## src/core/tipu_pkg.sv

```systemverilog
// Package: constants and types for the task isolation protection unit
package tipu_pkg;

	// ==========================================================
	// Widths and table sizes
	localparam int ADDR_W      = 32;
	localparam int PAGE_SHIFT  = 12;                 // 4KB pages
	localparam int PAGE_W      = ADDR_W - PAGE_SHIFT;
	localparam int NUM_REGIONS = 8;
	localparam int REG_IDX_W   = 3;
	localparam int NUM_LINKS   = 4;
	localparam int LINK_W      = 2;
	localparam int NUM_STACKS  = 4;
	localparam int STACK_W     = 2;
	localparam int NUM_ZONES   = 2;
	localparam int ZONE_W      = 1;
	localparam int PWD_W       = 32;

	// ==========================================================
	// Reset values
	localparam logic [LINK_W-1:0]  RST_LINK  = 2'h0;
	localparam logic [ADDR_W-1:0]  RST_SP    = 32'h0;
	localparam logic [STACK_W-1:0] RST_STACK = 2'h0;
	localparam logic [ZONE_W-1:0]  RST_ZONE  = 1'h0;

	// ==========================================================
	// Instruction classes reported by the core
	typedef enum logic [3:0] {
		OP_PLAIN   = 4'h0,
		OP_CALL    = 4'h1,
		OP_RET     = 4'h2,
		OP_PCALL   = 4'h3,
		OP_PRET    = 4'h4,
		OP_PBRANCH = 4'h5,
		OP_ENTRY1  = 4'h6,
		OP_ENTRY2  = 4'h7,
		OP_EXIT    = 4'h8
	} tipu_op_t;

	// Configuration targets
	typedef enum logic [1:0] {
		CFG_REGION = 2'h0,
		CFG_LINK   = 2'h1,
		CFG_STACK  = 2'h2,
		CFG_SP     = 2'h3
	} tipu_cfg_kind_t;

	// Checker states, one-hot
	typedef enum logic [4:0] {
		ST_RUN   = 5'h01,
		ST_E1    = 5'h02,
		ST_E2    = 5'h04,
		ST_EXIT  = 5'h08,
		ST_FAULT = 5'h10
	} tipu_state_t;

	typedef struct packed {
		logic                 valid;
		logic [PAGE_W-1:0]    start_pg;
		logic [PAGE_W-1:0]    end_pg;
		logic [LINK_W-1:0]    owner;
		logic [NUM_LINKS-1:0] rd;
		logic [NUM_LINKS-1:0] wr;
	} tipu_region_t;

	typedef struct packed {
		tipu_cfg_kind_t       kind;
		logic [REG_IDX_W-1:0] idx;
		tipu_region_t         region;
		logic [STACK_W-1:0]   stack;
		logic [ZONE_W-1:0]    zone;
		logic [ADDR_W-1:0]    sp;
	} tipu_cfg_t;

	typedef struct packed {
		tipu_op_t          op;
		logic [ADDR_W-1:0] pc;
		logic [ADDR_W-1:0] target;
	} tipu_ins_t;

	typedef struct packed {
		logic [ADDR_W-1:0] addr;
		logic              write;
	} tipu_da_t;

endpackage

```

## src/core/tipu_top.sv

```systemverilog
// Task isolation protection unit: access, transfer and stack checks
// What this block does
// Every core access is checked; each resource must lie in a region.
// Executing code takes its link from its region; link to stack to zone.
// Ordinary call and return may change link only within one stack.
// Protected call and return may cross stacks; no stack check applies to them.
// Protected branch gets exactly the protected call checks.
// Links, stacks, regions are per core; zone passwords are chip-wide.
// Entering a task loads its saved secure stack pointer into the core.
// Leaving a task saves the core stack pointer into its secure copy.
// Tasks reach others' memory or peripherals only where regions grant.
// Zone debug access refused until a matching zone password is given.
// Region bounds compare at 4KB pages, ignoring lower address bits.
// Per link per region read and write permission gate every data access.
// Protected call may enter code of a different stack.
// Protected call target must run both entry markers first, else fault.
// Protected return address must run the exit marker first, else fault.
`timescale 1ns/1ps
`default_nettype none

module tipu_top
	import tipu_pkg::*;
(
	input  wire logic                                      clk,
	input  wire logic                                      sys_rst,
	input  wire logic                                      ce,
	input  wire logic                                      cfg_valid,
	input  wire tipu_pkg::tipu_cfg_t                       cfg,
	input  wire logic                                      ins_valid,
	input  wire tipu_pkg::tipu_ins_t                       ins,
	input  wire logic [tipu_pkg::ADDR_W-1:0]               sp_in,
	output logic                                           sp_load_valid,
	output logic [tipu_pkg::ADDR_W-1:0]                    sp_load_value,
	input  wire logic                                      da_valid,
	input  wire tipu_pkg::tipu_da_t                        da,
	output logic                                           da_done,
	output logic                                           da_ok,
	input  wire logic                                      dbg_unlock_req,
	input  wire logic [tipu_pkg::ZONE_W-1:0]               dbg_unlock_zone,
	input  wire logic [tipu_pkg::PWD_W-1:0]                dbg_unlock_pwd,
	input  wire logic [tipu_pkg::NUM_ZONES-1:0][tipu_pkg::PWD_W-1:0] zone_pwd,
	output logic                                           dbg_unlock_done,
	output logic                                           dbg_unlock_ok,
	input  wire logic                                      dbg_acc_req,
	input  wire logic [tipu_pkg::ZONE_W-1:0]               dbg_acc_zone,
	output logic                                           dbg_acc_ok,
	output logic [tipu_pkg::LINK_W-1:0]                    cur_link,
	output logic                                           fault
);
	import tipu_pkg::*;

	// ==========================================================
	// Storage
	// Tables are local to this core; zone passwords arrive from a
	// chip-wide store, so several cores see one zone set.
	tipu_region_t        region_reg     [NUM_REGIONS];
	logic [STACK_W-1:0]  link_stack_reg [NUM_LINKS];
	logic [ZONE_W-1:0]   stack_zone_reg [NUM_STACKS];
	logic [ADDR_W-1:0]   saved_sp_reg   [NUM_LINKS];
	logic [LINK_W-1:0]   cur_link_reg;
	tipu_state_t         state_reg;
	tipu_state_t         state_next;
	logic                sp_load_valid_reg;
	logic [ADDR_W-1:0]   sp_load_value_reg;
	logic                da_done_reg;
	logic                da_ok_reg;
	logic [NUM_ZONES-1:0] zone_dbg_en_reg;
	logic                dbg_unlock_done_reg;
	logic                dbg_unlock_ok_reg;

	// ==========================================================
	// Decode helpers
	// Page compare only: bits below 4KB never reach the comparators
	function automatic logic in_region(input tipu_region_t r,
		input logic [PAGE_W-1:0] pg);
		in_region = r.valid && (pg >= r.start_pg) && (pg <= r.end_pg);
	endfunction

	// Lowest-numbered hit region decides the owning link
	function automatic logic [LINK_W-1:0] owner_of(
		input logic [NUM_REGIONS-1:0] hit,
		input logic [NUM_REGIONS-1:0][LINK_W-1:0] own);
		owner_of = RST_LINK;
		for (int i = NUM_REGIONS - 1; i >= 0; i--) begin
			if (hit[i]) begin
				owner_of = own[i];
			end
		end
	endfunction

	wire [PAGE_W-1:0] tgt_pg = ins.target[ADDR_W-1:PAGE_SHIFT];
	wire [PAGE_W-1:0] pc_pg  = ins.pc[ADDR_W-1:PAGE_SHIFT];
	wire [PAGE_W-1:0] da_pg  = da.addr[ADDR_W-1:PAGE_SHIFT];

	logic [NUM_REGIONS-1:0]             tgt_hit;
	logic [NUM_REGIONS-1:0]             pc_hit;
	logic [NUM_REGIONS-1:0]             rd_hit;
	logic [NUM_REGIONS-1:0]             wr_hit;
	logic [NUM_REGIONS-1:0][LINK_W-1:0] owners;

	// Per-region match and permission terms
	for (genvar g = 0; g < NUM_REGIONS; g++) begin : g_region
		assign tgt_hit[g] = in_region(region_reg[g], tgt_pg);
		assign pc_hit[g]  = in_region(region_reg[g], pc_pg);
		assign rd_hit[g]  = in_region(region_reg[g], da_pg)
			&& region_reg[g].rd[cur_link_reg];
		assign wr_hit[g]  = in_region(region_reg[g], da_pg)
			&& region_reg[g].wr[cur_link_reg];
		assign owners[g]  = region_reg[g].owner;
	end

	// ==========================================================
	// Transfer classification
	wire [LINK_W-1:0] tgt_link  = owner_of(tgt_hit, owners);
	wire [LINK_W-1:0] pc_link   = owner_of(pc_hit, owners);
	wire              tgt_found = |tgt_hit;
	wire              same_stack = link_stack_reg[tgt_link]
		== link_stack_reg[cur_link_reg];
	wire in_run   = state_reg == ST_RUN;
	wire op_plain = ins_valid && (ins.op == OP_CALL || ins.op == OP_RET);
	// Protected branch shares every check of the protected call
	wire op_pin   = ins_valid
		&& (ins.op == OP_PCALL || ins.op == OP_PBRANCH);
	wire op_pout  = ins_valid && ins.op == OP_PRET;
	// Code fetched outside a region, or from another link's region
	wire pc_bad   = ins_valid && (!(|pc_hit) || pc_link != cur_link_reg);
	wire plain_bad = op_plain && (!tgt_found || !same_stack);
	wire prot_ok  = (op_pin || op_pout) && tgt_found;
	wire xfer_ok  = in_run && !pc_bad
		&& ((op_plain && !plain_bad) || prot_ok);
	wire sp_swap  = xfer_ok && prot_ok && tgt_link != cur_link_reg;
	wire [ADDR_W-1:0] tgt_sp = saved_sp_reg[tgt_link];

	// ==========================================================
	// Marker sequencer
	// Protected moves pass regardless of stack; only the markers, the fetch
	// check and the target region lookup can reject them.
	always_comb begin
		state_next = state_reg;
		case (state_reg)
			ST_RUN: begin
				if (pc_bad || plain_bad) begin
					state_next = ST_FAULT;
				end else if ((op_pin || op_pout) && !tgt_found) begin
					state_next = ST_FAULT;
				end else if (op_pin) begin
					state_next = ST_E1;
				end else if (op_pout) begin
					state_next = ST_EXIT;
				end
			end
			ST_E1: begin
				if (ins_valid) begin
					state_next = (ins.op == OP_ENTRY1) ? ST_E2 : ST_FAULT;
				end
			end
			ST_E2: begin
				if (ins_valid) begin
					state_next = (ins.op == OP_ENTRY2) ? ST_RUN : ST_FAULT;
				end
			end
			ST_EXIT: begin
				if (ins_valid) begin
					state_next = (ins.op == OP_EXIT) ? ST_RUN : ST_FAULT;
				end
			end
			ST_FAULT: begin
				state_next = ST_FAULT;
			end
			default: begin
				state_next = ST_FAULT;
			end
		endcase
	end

	// State and current link; fault holds until reset
	always_ff @(posedge clk or posedge sys_rst) begin
		if (sys_rst) begin
			state_reg    <= ST_RUN;
			cur_link_reg <= RST_LINK;
		end else if (ce) begin
			state_reg <= state_next;
			if (xfer_ok) begin
				cur_link_reg <= tgt_link;
			end
		end
	end

	// ==========================================================
	// Configuration tables, loaded by trusted boot logic
	always_ff @(posedge clk or posedge sys_rst) begin
		if (sys_rst) begin
			for (int i = 0; i < NUM_REGIONS; i++) begin
				region_reg[i] <= '0;
			end
			for (int i = 0; i < NUM_LINKS; i++) begin
				link_stack_reg[i] <= RST_STACK;
			end
			for (int i = 0; i < NUM_STACKS; i++) begin
				stack_zone_reg[i] <= RST_ZONE;
			end
		end else if (ce && cfg_valid) begin
			if (cfg.kind == CFG_REGION) begin
				region_reg[cfg.idx] <= cfg.region;
			end else if (cfg.kind == CFG_LINK) begin
				link_stack_reg[cfg.idx[LINK_W-1:0]] <= cfg.stack;
			end else if (cfg.kind == CFG_STACK) begin
				stack_zone_reg[cfg.idx[STACK_W-1:0]] <= cfg.zone;
			end
		end
	end

	// ==========================================================
	// Secure stack pointers
	// A swap outranks any same-cycle CFG_SP config write, whichever link it names
	always_ff @(posedge clk or posedge sys_rst) begin
		if (sys_rst) begin
			for (int i = 0; i < NUM_LINKS; i++) begin
				saved_sp_reg[i] <= RST_SP;
			end
			sp_load_valid_reg <= 1'b0;
			sp_load_value_reg <= RST_SP;
		end else if (ce) begin
			sp_load_valid_reg <= sp_swap;
			if (sp_swap) begin
				sp_load_value_reg <= tgt_sp;
				saved_sp_reg[cur_link_reg] <= sp_in;
			end else if (cfg_valid && cfg.kind == CFG_SP) begin
				saved_sp_reg[cfg.idx[LINK_W-1:0]] <= cfg.sp;
			end
		end
	end

	// ==========================================================
	// Data access check, answered one cycle after the request
	always_ff @(posedge clk or posedge sys_rst) begin
		if (sys_rst) begin
			da_done_reg <= 1'b0;
			da_ok_reg   <= 1'b0;
		end else if (ce) begin
			da_done_reg <= da_valid;
			da_ok_reg   <= da_valid
				&& (da.write ? |wr_hit : |rd_hit);
		end
	end

	// ==========================================================
	// Zone debug unlock
	// A wrong password leaves the zone as it was; only reset relocks
	wire unlock_match = dbg_unlock_pwd == zone_pwd[dbg_unlock_zone];
	always_ff @(posedge clk or posedge sys_rst) begin
		if (sys_rst) begin
			zone_dbg_en_reg     <= '0;
			dbg_unlock_done_reg <= 1'b0;
			dbg_unlock_ok_reg   <= 1'b0;
		end else if (ce) begin
			dbg_unlock_done_reg <= dbg_unlock_req;
			dbg_unlock_ok_reg   <= dbg_unlock_req && unlock_match;
			if (dbg_unlock_req && unlock_match) begin
				zone_dbg_en_reg[dbg_unlock_zone] <= 1'b1;
			end
		end
	end

	// ==========================================================
	// Outputs
	assign dbg_acc_ok      = dbg_acc_req && zone_dbg_en_reg[dbg_acc_zone];
	assign sp_load_valid   = sp_load_valid_reg;
	assign sp_load_value   = sp_load_value_reg;
	assign da_done         = da_done_reg;
	assign da_ok           = da_ok_reg;
	assign dbg_unlock_done = dbg_unlock_done_reg;
	assign dbg_unlock_ok   = dbg_unlock_ok_reg;
	assign cur_link        = cur_link_reg;
	assign fault           = state_reg == ST_FAULT;

	// ==========================================================
	// Assertions
	property p_plain_cross;
		@(posedge clk) disable iff (sys_rst)
		ce && in_run && op_plain && tgt_found && !same_stack |=> fault;
	endproperty
	a_plain_cross: assert property (p_plain_cross)
		else $error("ordinary call across stacks not faulted");

	property p_pcall_enter;
		@(posedge clk) disable iff (sys_rst)
		ce && in_run && !pc_bad && op_pin && tgt_found
		|=> state_reg == ST_E1 && cur_link == $past(tgt_link);
	endproperty
	a_pcall_enter: assert property (p_pcall_enter)
		else $error("protected call did not enter target link");

	property p_entry_seq;
		@(posedge clk) disable iff (sys_rst)
		ce && state_reg == ST_E1 && ins_valid && ins.op != OP_ENTRY1
		|=> fault ##1 fault;
	endproperty
	a_entry_seq: assert property (p_entry_seq)
		else $error("missing first entry marker not faulted");

	property p_exit_seq;
		@(posedge clk) disable iff (sys_rst)
		ce && state_reg == ST_EXIT && ins_valid && ins.op != OP_EXIT
		|=> fault;
	endproperty
	a_exit_seq: assert property (p_exit_seq)
		else $error("missing exit marker not faulted");

	property p_sp_load;
		@(posedge clk) disable iff (sys_rst)
		ce && sp_swap |=> sp_load_valid && sp_load_value == $past(tgt_sp);
	endproperty
	a_sp_load: assert property (p_sp_load)
		else $error("secure stack pointer not loaded on entry");

	property p_sp_save;
		@(posedge clk) disable iff (sys_rst)
		ce && sp_swap |=> saved_sp_reg[$past(cur_link_reg)] == $past(sp_in);
	endproperty
	a_sp_save: assert property (p_sp_save)
		else $error("stack pointer not saved on exit");

	property p_write_deny;
		@(posedge clk) disable iff (sys_rst)
		ce && da_valid && da.write && !(|wr_hit) |=> da_done && !da_ok;
	endproperty
	a_write_deny: assert property (p_write_deny)
		else $error("write granted without write permission");

	property p_bad_pwd;
		@(posedge clk) disable iff (sys_rst)
		ce && dbg_unlock_req && !unlock_match
		|=> $stable(zone_dbg_en_reg) && !dbg_unlock_ok;
	endproperty
	a_bad_pwd: assert property (p_bad_pwd)
		else $error("zone unlocked by wrong password");

endmodule

`default_nettype wire

```

## config.mk

```make
export PLATFORM = sky130hd
export DESIGN_NAME = tipu_top
export DESIGN_NICKNAME = d
export VERILOG_FILES = /design/src/core/tipu_pkg.sv /design/src/core/tipu_top.sv
export SDC_FILE = /design/constraint.sdc
export NUM_CORES = 2
export LEC_CHECK = 0
export BUFFER_PORTS_ARGS = -buffer_cell sky130_fd_sc_hd__buf_4
export CORE_ASPECT_RATIO = 0.7
export CORE_MARGIN = 4
export CORE_UTILIZATION = 59
export DETAILED_ROUTE_END_ITERATION = 10
export GPL_TIMING_DRIVEN = 0
export MAX_ROUTING_LAYER = met4
export PLACE_DENSITY = 0.75
export RECOVER_POWER = 100
export SLEW_MARGIN = 30
export SYNTH_ARGS = -nofsm -noshare
export SYNTH_HDL_FRONTEND = slang
export SYNTH_SLANG_ARGS = --single-unit
export TNS_END_PERCENT = 50
```

## constraint.sdc

```tcl
create_clock -name clk -period 36.9 [get_ports clk]
set_input_delay 7.38 -clock clk [delete_from_list [all_inputs] [get_ports clk]]
set_output_delay 7.38 -clock clk [all_outputs]
set_load 0.03 [all_outputs]
```

==> metrics.txt <==
share of layout cells above drive strength 1=0.131; combinational power share=0.378; mux contribution to synthesized area=0.121; static leakage=27.3 nW; peak supply drop=43.4 uV; max cap viols=11; Crit path max-delay family=buffers and inverters; Synth Net Count=6286; sequential power share=0.331; hold_ws=0.462 ns; outcome=complete, but fails checks; Synth Cell Area=48500 um2; WP data arrival=21.20 ns; final setup vio count=0; CP Launch Type=input port; Via Count=44200; Largest register FFs=392; Initial DRT Pass Iterations=5; Adder-Cell Fraction of Synth Area=0.248; hold_buf cts=0; final hold vios=0; sequential share of the synthesized area=0.304; DR DRC count=0; most used cell, CP=clkbuf_1; CP bufs+invs=6; clock buffer depth=3; initial core utilization=0.599; post-synth cell types=86; pin count of the biggest net entering global routing=88; clock share of power=0.292; clk slew on worst S/H paths=0.06 ns; Max Fclk=47.3 MHz; TritonCTS clock tree=done; EDFF count, synth=0; Top Ports=371; first-pass GRT wire length=271000 um; CP Class=input port to async pin; number of I/O port buffers=327; Simple-Gate Fraction of Synth Area=0.117; total internal power=0.00150 W; worst slew pin tran=4.90 ns; fillers=6581; DR WL/cell=28.5 um; ANT nets after route=0; Fin Setup TNS=0 ns; clk sink count=590; routed vias/inst=6.76; asr flop ratio synth=1.00; synthesized flop and latch total=590; Mapped Cells=4996; crit-path cells=clkbuf_4 -> clkinvlp_2 -> clkbuf_1 -> clkbuf_1 -> clkbuf_1 -> clkbuf_1; Die Width=351 um; Root Driver=clkbuf_16; top_reg_cell synth=dfrtp_1; worst clock skew=0.0341 ns; Net Switching=0.000902 W; sw frac=0.375; Worst path slowest cell=clkbuf_1; clk_lat worst skew=0.65 ns; XOR/XNOR Fraction of Synth Area=0.00722; final slew viol count=626; Req. time, crit path=36.95 ns; std cell rows=87; failing checks=max-capacitance violations, max-slew violations; Die Height=248 um; area delta synth->final=12.2%; commonest non-fill, non-tap cell in the layout=ha_1; initial antenna violation count=8; die area=87000 um2; nets=6694; H-tree levels=3; compound-cell area share of the yosys netlist=0.160; Inserted Clock Buffers=67; Core Area=81000 um2; post-route clock period utilization=0.573; GRT Total Usage=0.434; drt total wl=186000 um; number of global-route vias before repair=42400; Critical Path Max Stage Delay=3.50 ns; CP Capture Type=async pin; synth warn=0; Period minus WS final=21.14 ns; 1st-iter DRT viols=5590; largest family of logic cells by synthesized area=adder cells; Slew HR=-2.27; Avg Cell Area, Syn=9.71 um2; min-delay worst type=register to register; Pwr Density=44.2 nW/um2; CP Max Fanout=86; unrepaired setup endpoints after global routing=no; post-CTS setup buffer count=0; GR Overflow Total=0; commonest cells after routing, fill and taps aside=ha_1, dfrtp_1, nand2_1, inv_1, a21oi_1; dpl hpwl=138000 um; Placer Congestion=1.05; cts repair resizes=0
## through the flow
step	power [W]	instance area [um2]	util	cells	setup WS (ns)
2_1_floorplan	0.00137	48500	-	4996	13.01
3_3_place_gp	0.00164	52300	0.646	6391	5.67
3_5_place_dp	0.00168	52600	0.649	6402	21.65
4_1_cts	0.00238	54800	0.677	6524	21.65
5_1_grt	0.00253	54400	0.672	6530	13.10
6_report	0.00241	54400	0.672	6534	15.76
## area by class of cell
type	instances	area, um2	share of cell area
Antenna cell	9	22.5	0.000414
Buffer	172	677	0.0124
Clock buffer	100	2000	0.0368
Clock inverter	22	223	0.00409
Inverter	355	1330	0.0245
Multi-Input combinational cell	3879	31700	0.583
Sequential cell	590	14800	0.271
Tap cell	1068	1340	0.0245
Timing Repair Buffer	339	2350	0.0433
## worst paths after layout
| kind | startpoint | to | slack, ns | cells past startpoint |
|---|---|---|---|---|
| hold / removal | zone_dbg_en_reg[0] | zone_dbg_en_reg[0] | 0.46 | 1 |
| max in group clk | dbg_acc_zone | dbg_acc_ok | 21.50 | 4 |
| hold reg to reg | zone_dbg_en_reg[0] | zone_dbg_en_reg[0] | 0.46 | 1 |
| setup / recovery | sys_rst | region_reg[125] | 15.76 | 6 |
| min in group asynchronous | sys_rst | region_reg[151] | 7.57 | 2 |
| setup reg to reg | region_reg[145] | saved_sp_reg[101] | 29.34 | 19 |
## cell usage after synthesis (26+ instances only)
master | instances | share of area
o21ai_0 | 281 | 0.029
nand2b_1 | 50 | 0.0064
a22o_1 | 131 | 0.024
mux2_2 | 261 | 0.061
a21oi_1 | 296 | 0.031
dfrtp_1 | 589 | 0.30
o21a_1 | 33 | 0.0051
mux2_1 | 37 | 0.0086
ha_1 | 960 | 0.25
and4_1 | 26 | 0.0047
inv_1 | 355 | 0.027
nor2b_1 | 99 | 0.013
buf_2 | 30 | 0.0031
nand2_1 | 570 | 0.044
a211oi_1 | 65 | 0.010
nand3_1 | 72 | 0.0074
clkbuf_1 | 120 | 0.0093
a21o_1 | 171 | 0.026
nor3_1 | 45 | 0.0046
xnor2_1 | 37 | 0.0067
mux2i_1 | 205 | 0.042
nor2_1 | 78 | 0.0060
o211ai_1 | 36 | 0.0056
nand4_1 | 126 | 0.016
## per-layer routing
metal | track usage | wire length [um]
met1 | 0.602 | 77300
met2 | 0.579 | 73200
met3 | 0.136 | 26500
met4 | 0.185 | 9360
met5 | - | 0
## power by group through the flow
stage	logic, W	clock network, W	registers, W
floorplan	0.000581	0	0.000790
global placement	0.000839	0	0.000803
finish	0.000909	0.000702	0.000796
global route	0.00100	0.000730	0.000804
CTS	0.000884	0.000703	0.000792
detailed placement	0.000877	0	0.000803
## kinds of logic (layout without fill, tap and decap cells)
kind of cell	Yosys count	after routing
xor+xnor	40	40
flops	590	590
mux	525	525
buf+inv	527	988
compound gates	1185	1185
simple gates	1169	1169
fa+ha+maj	960	960
other cells	0	9
No activity file was read; power rests on OpenSTA's default activity.
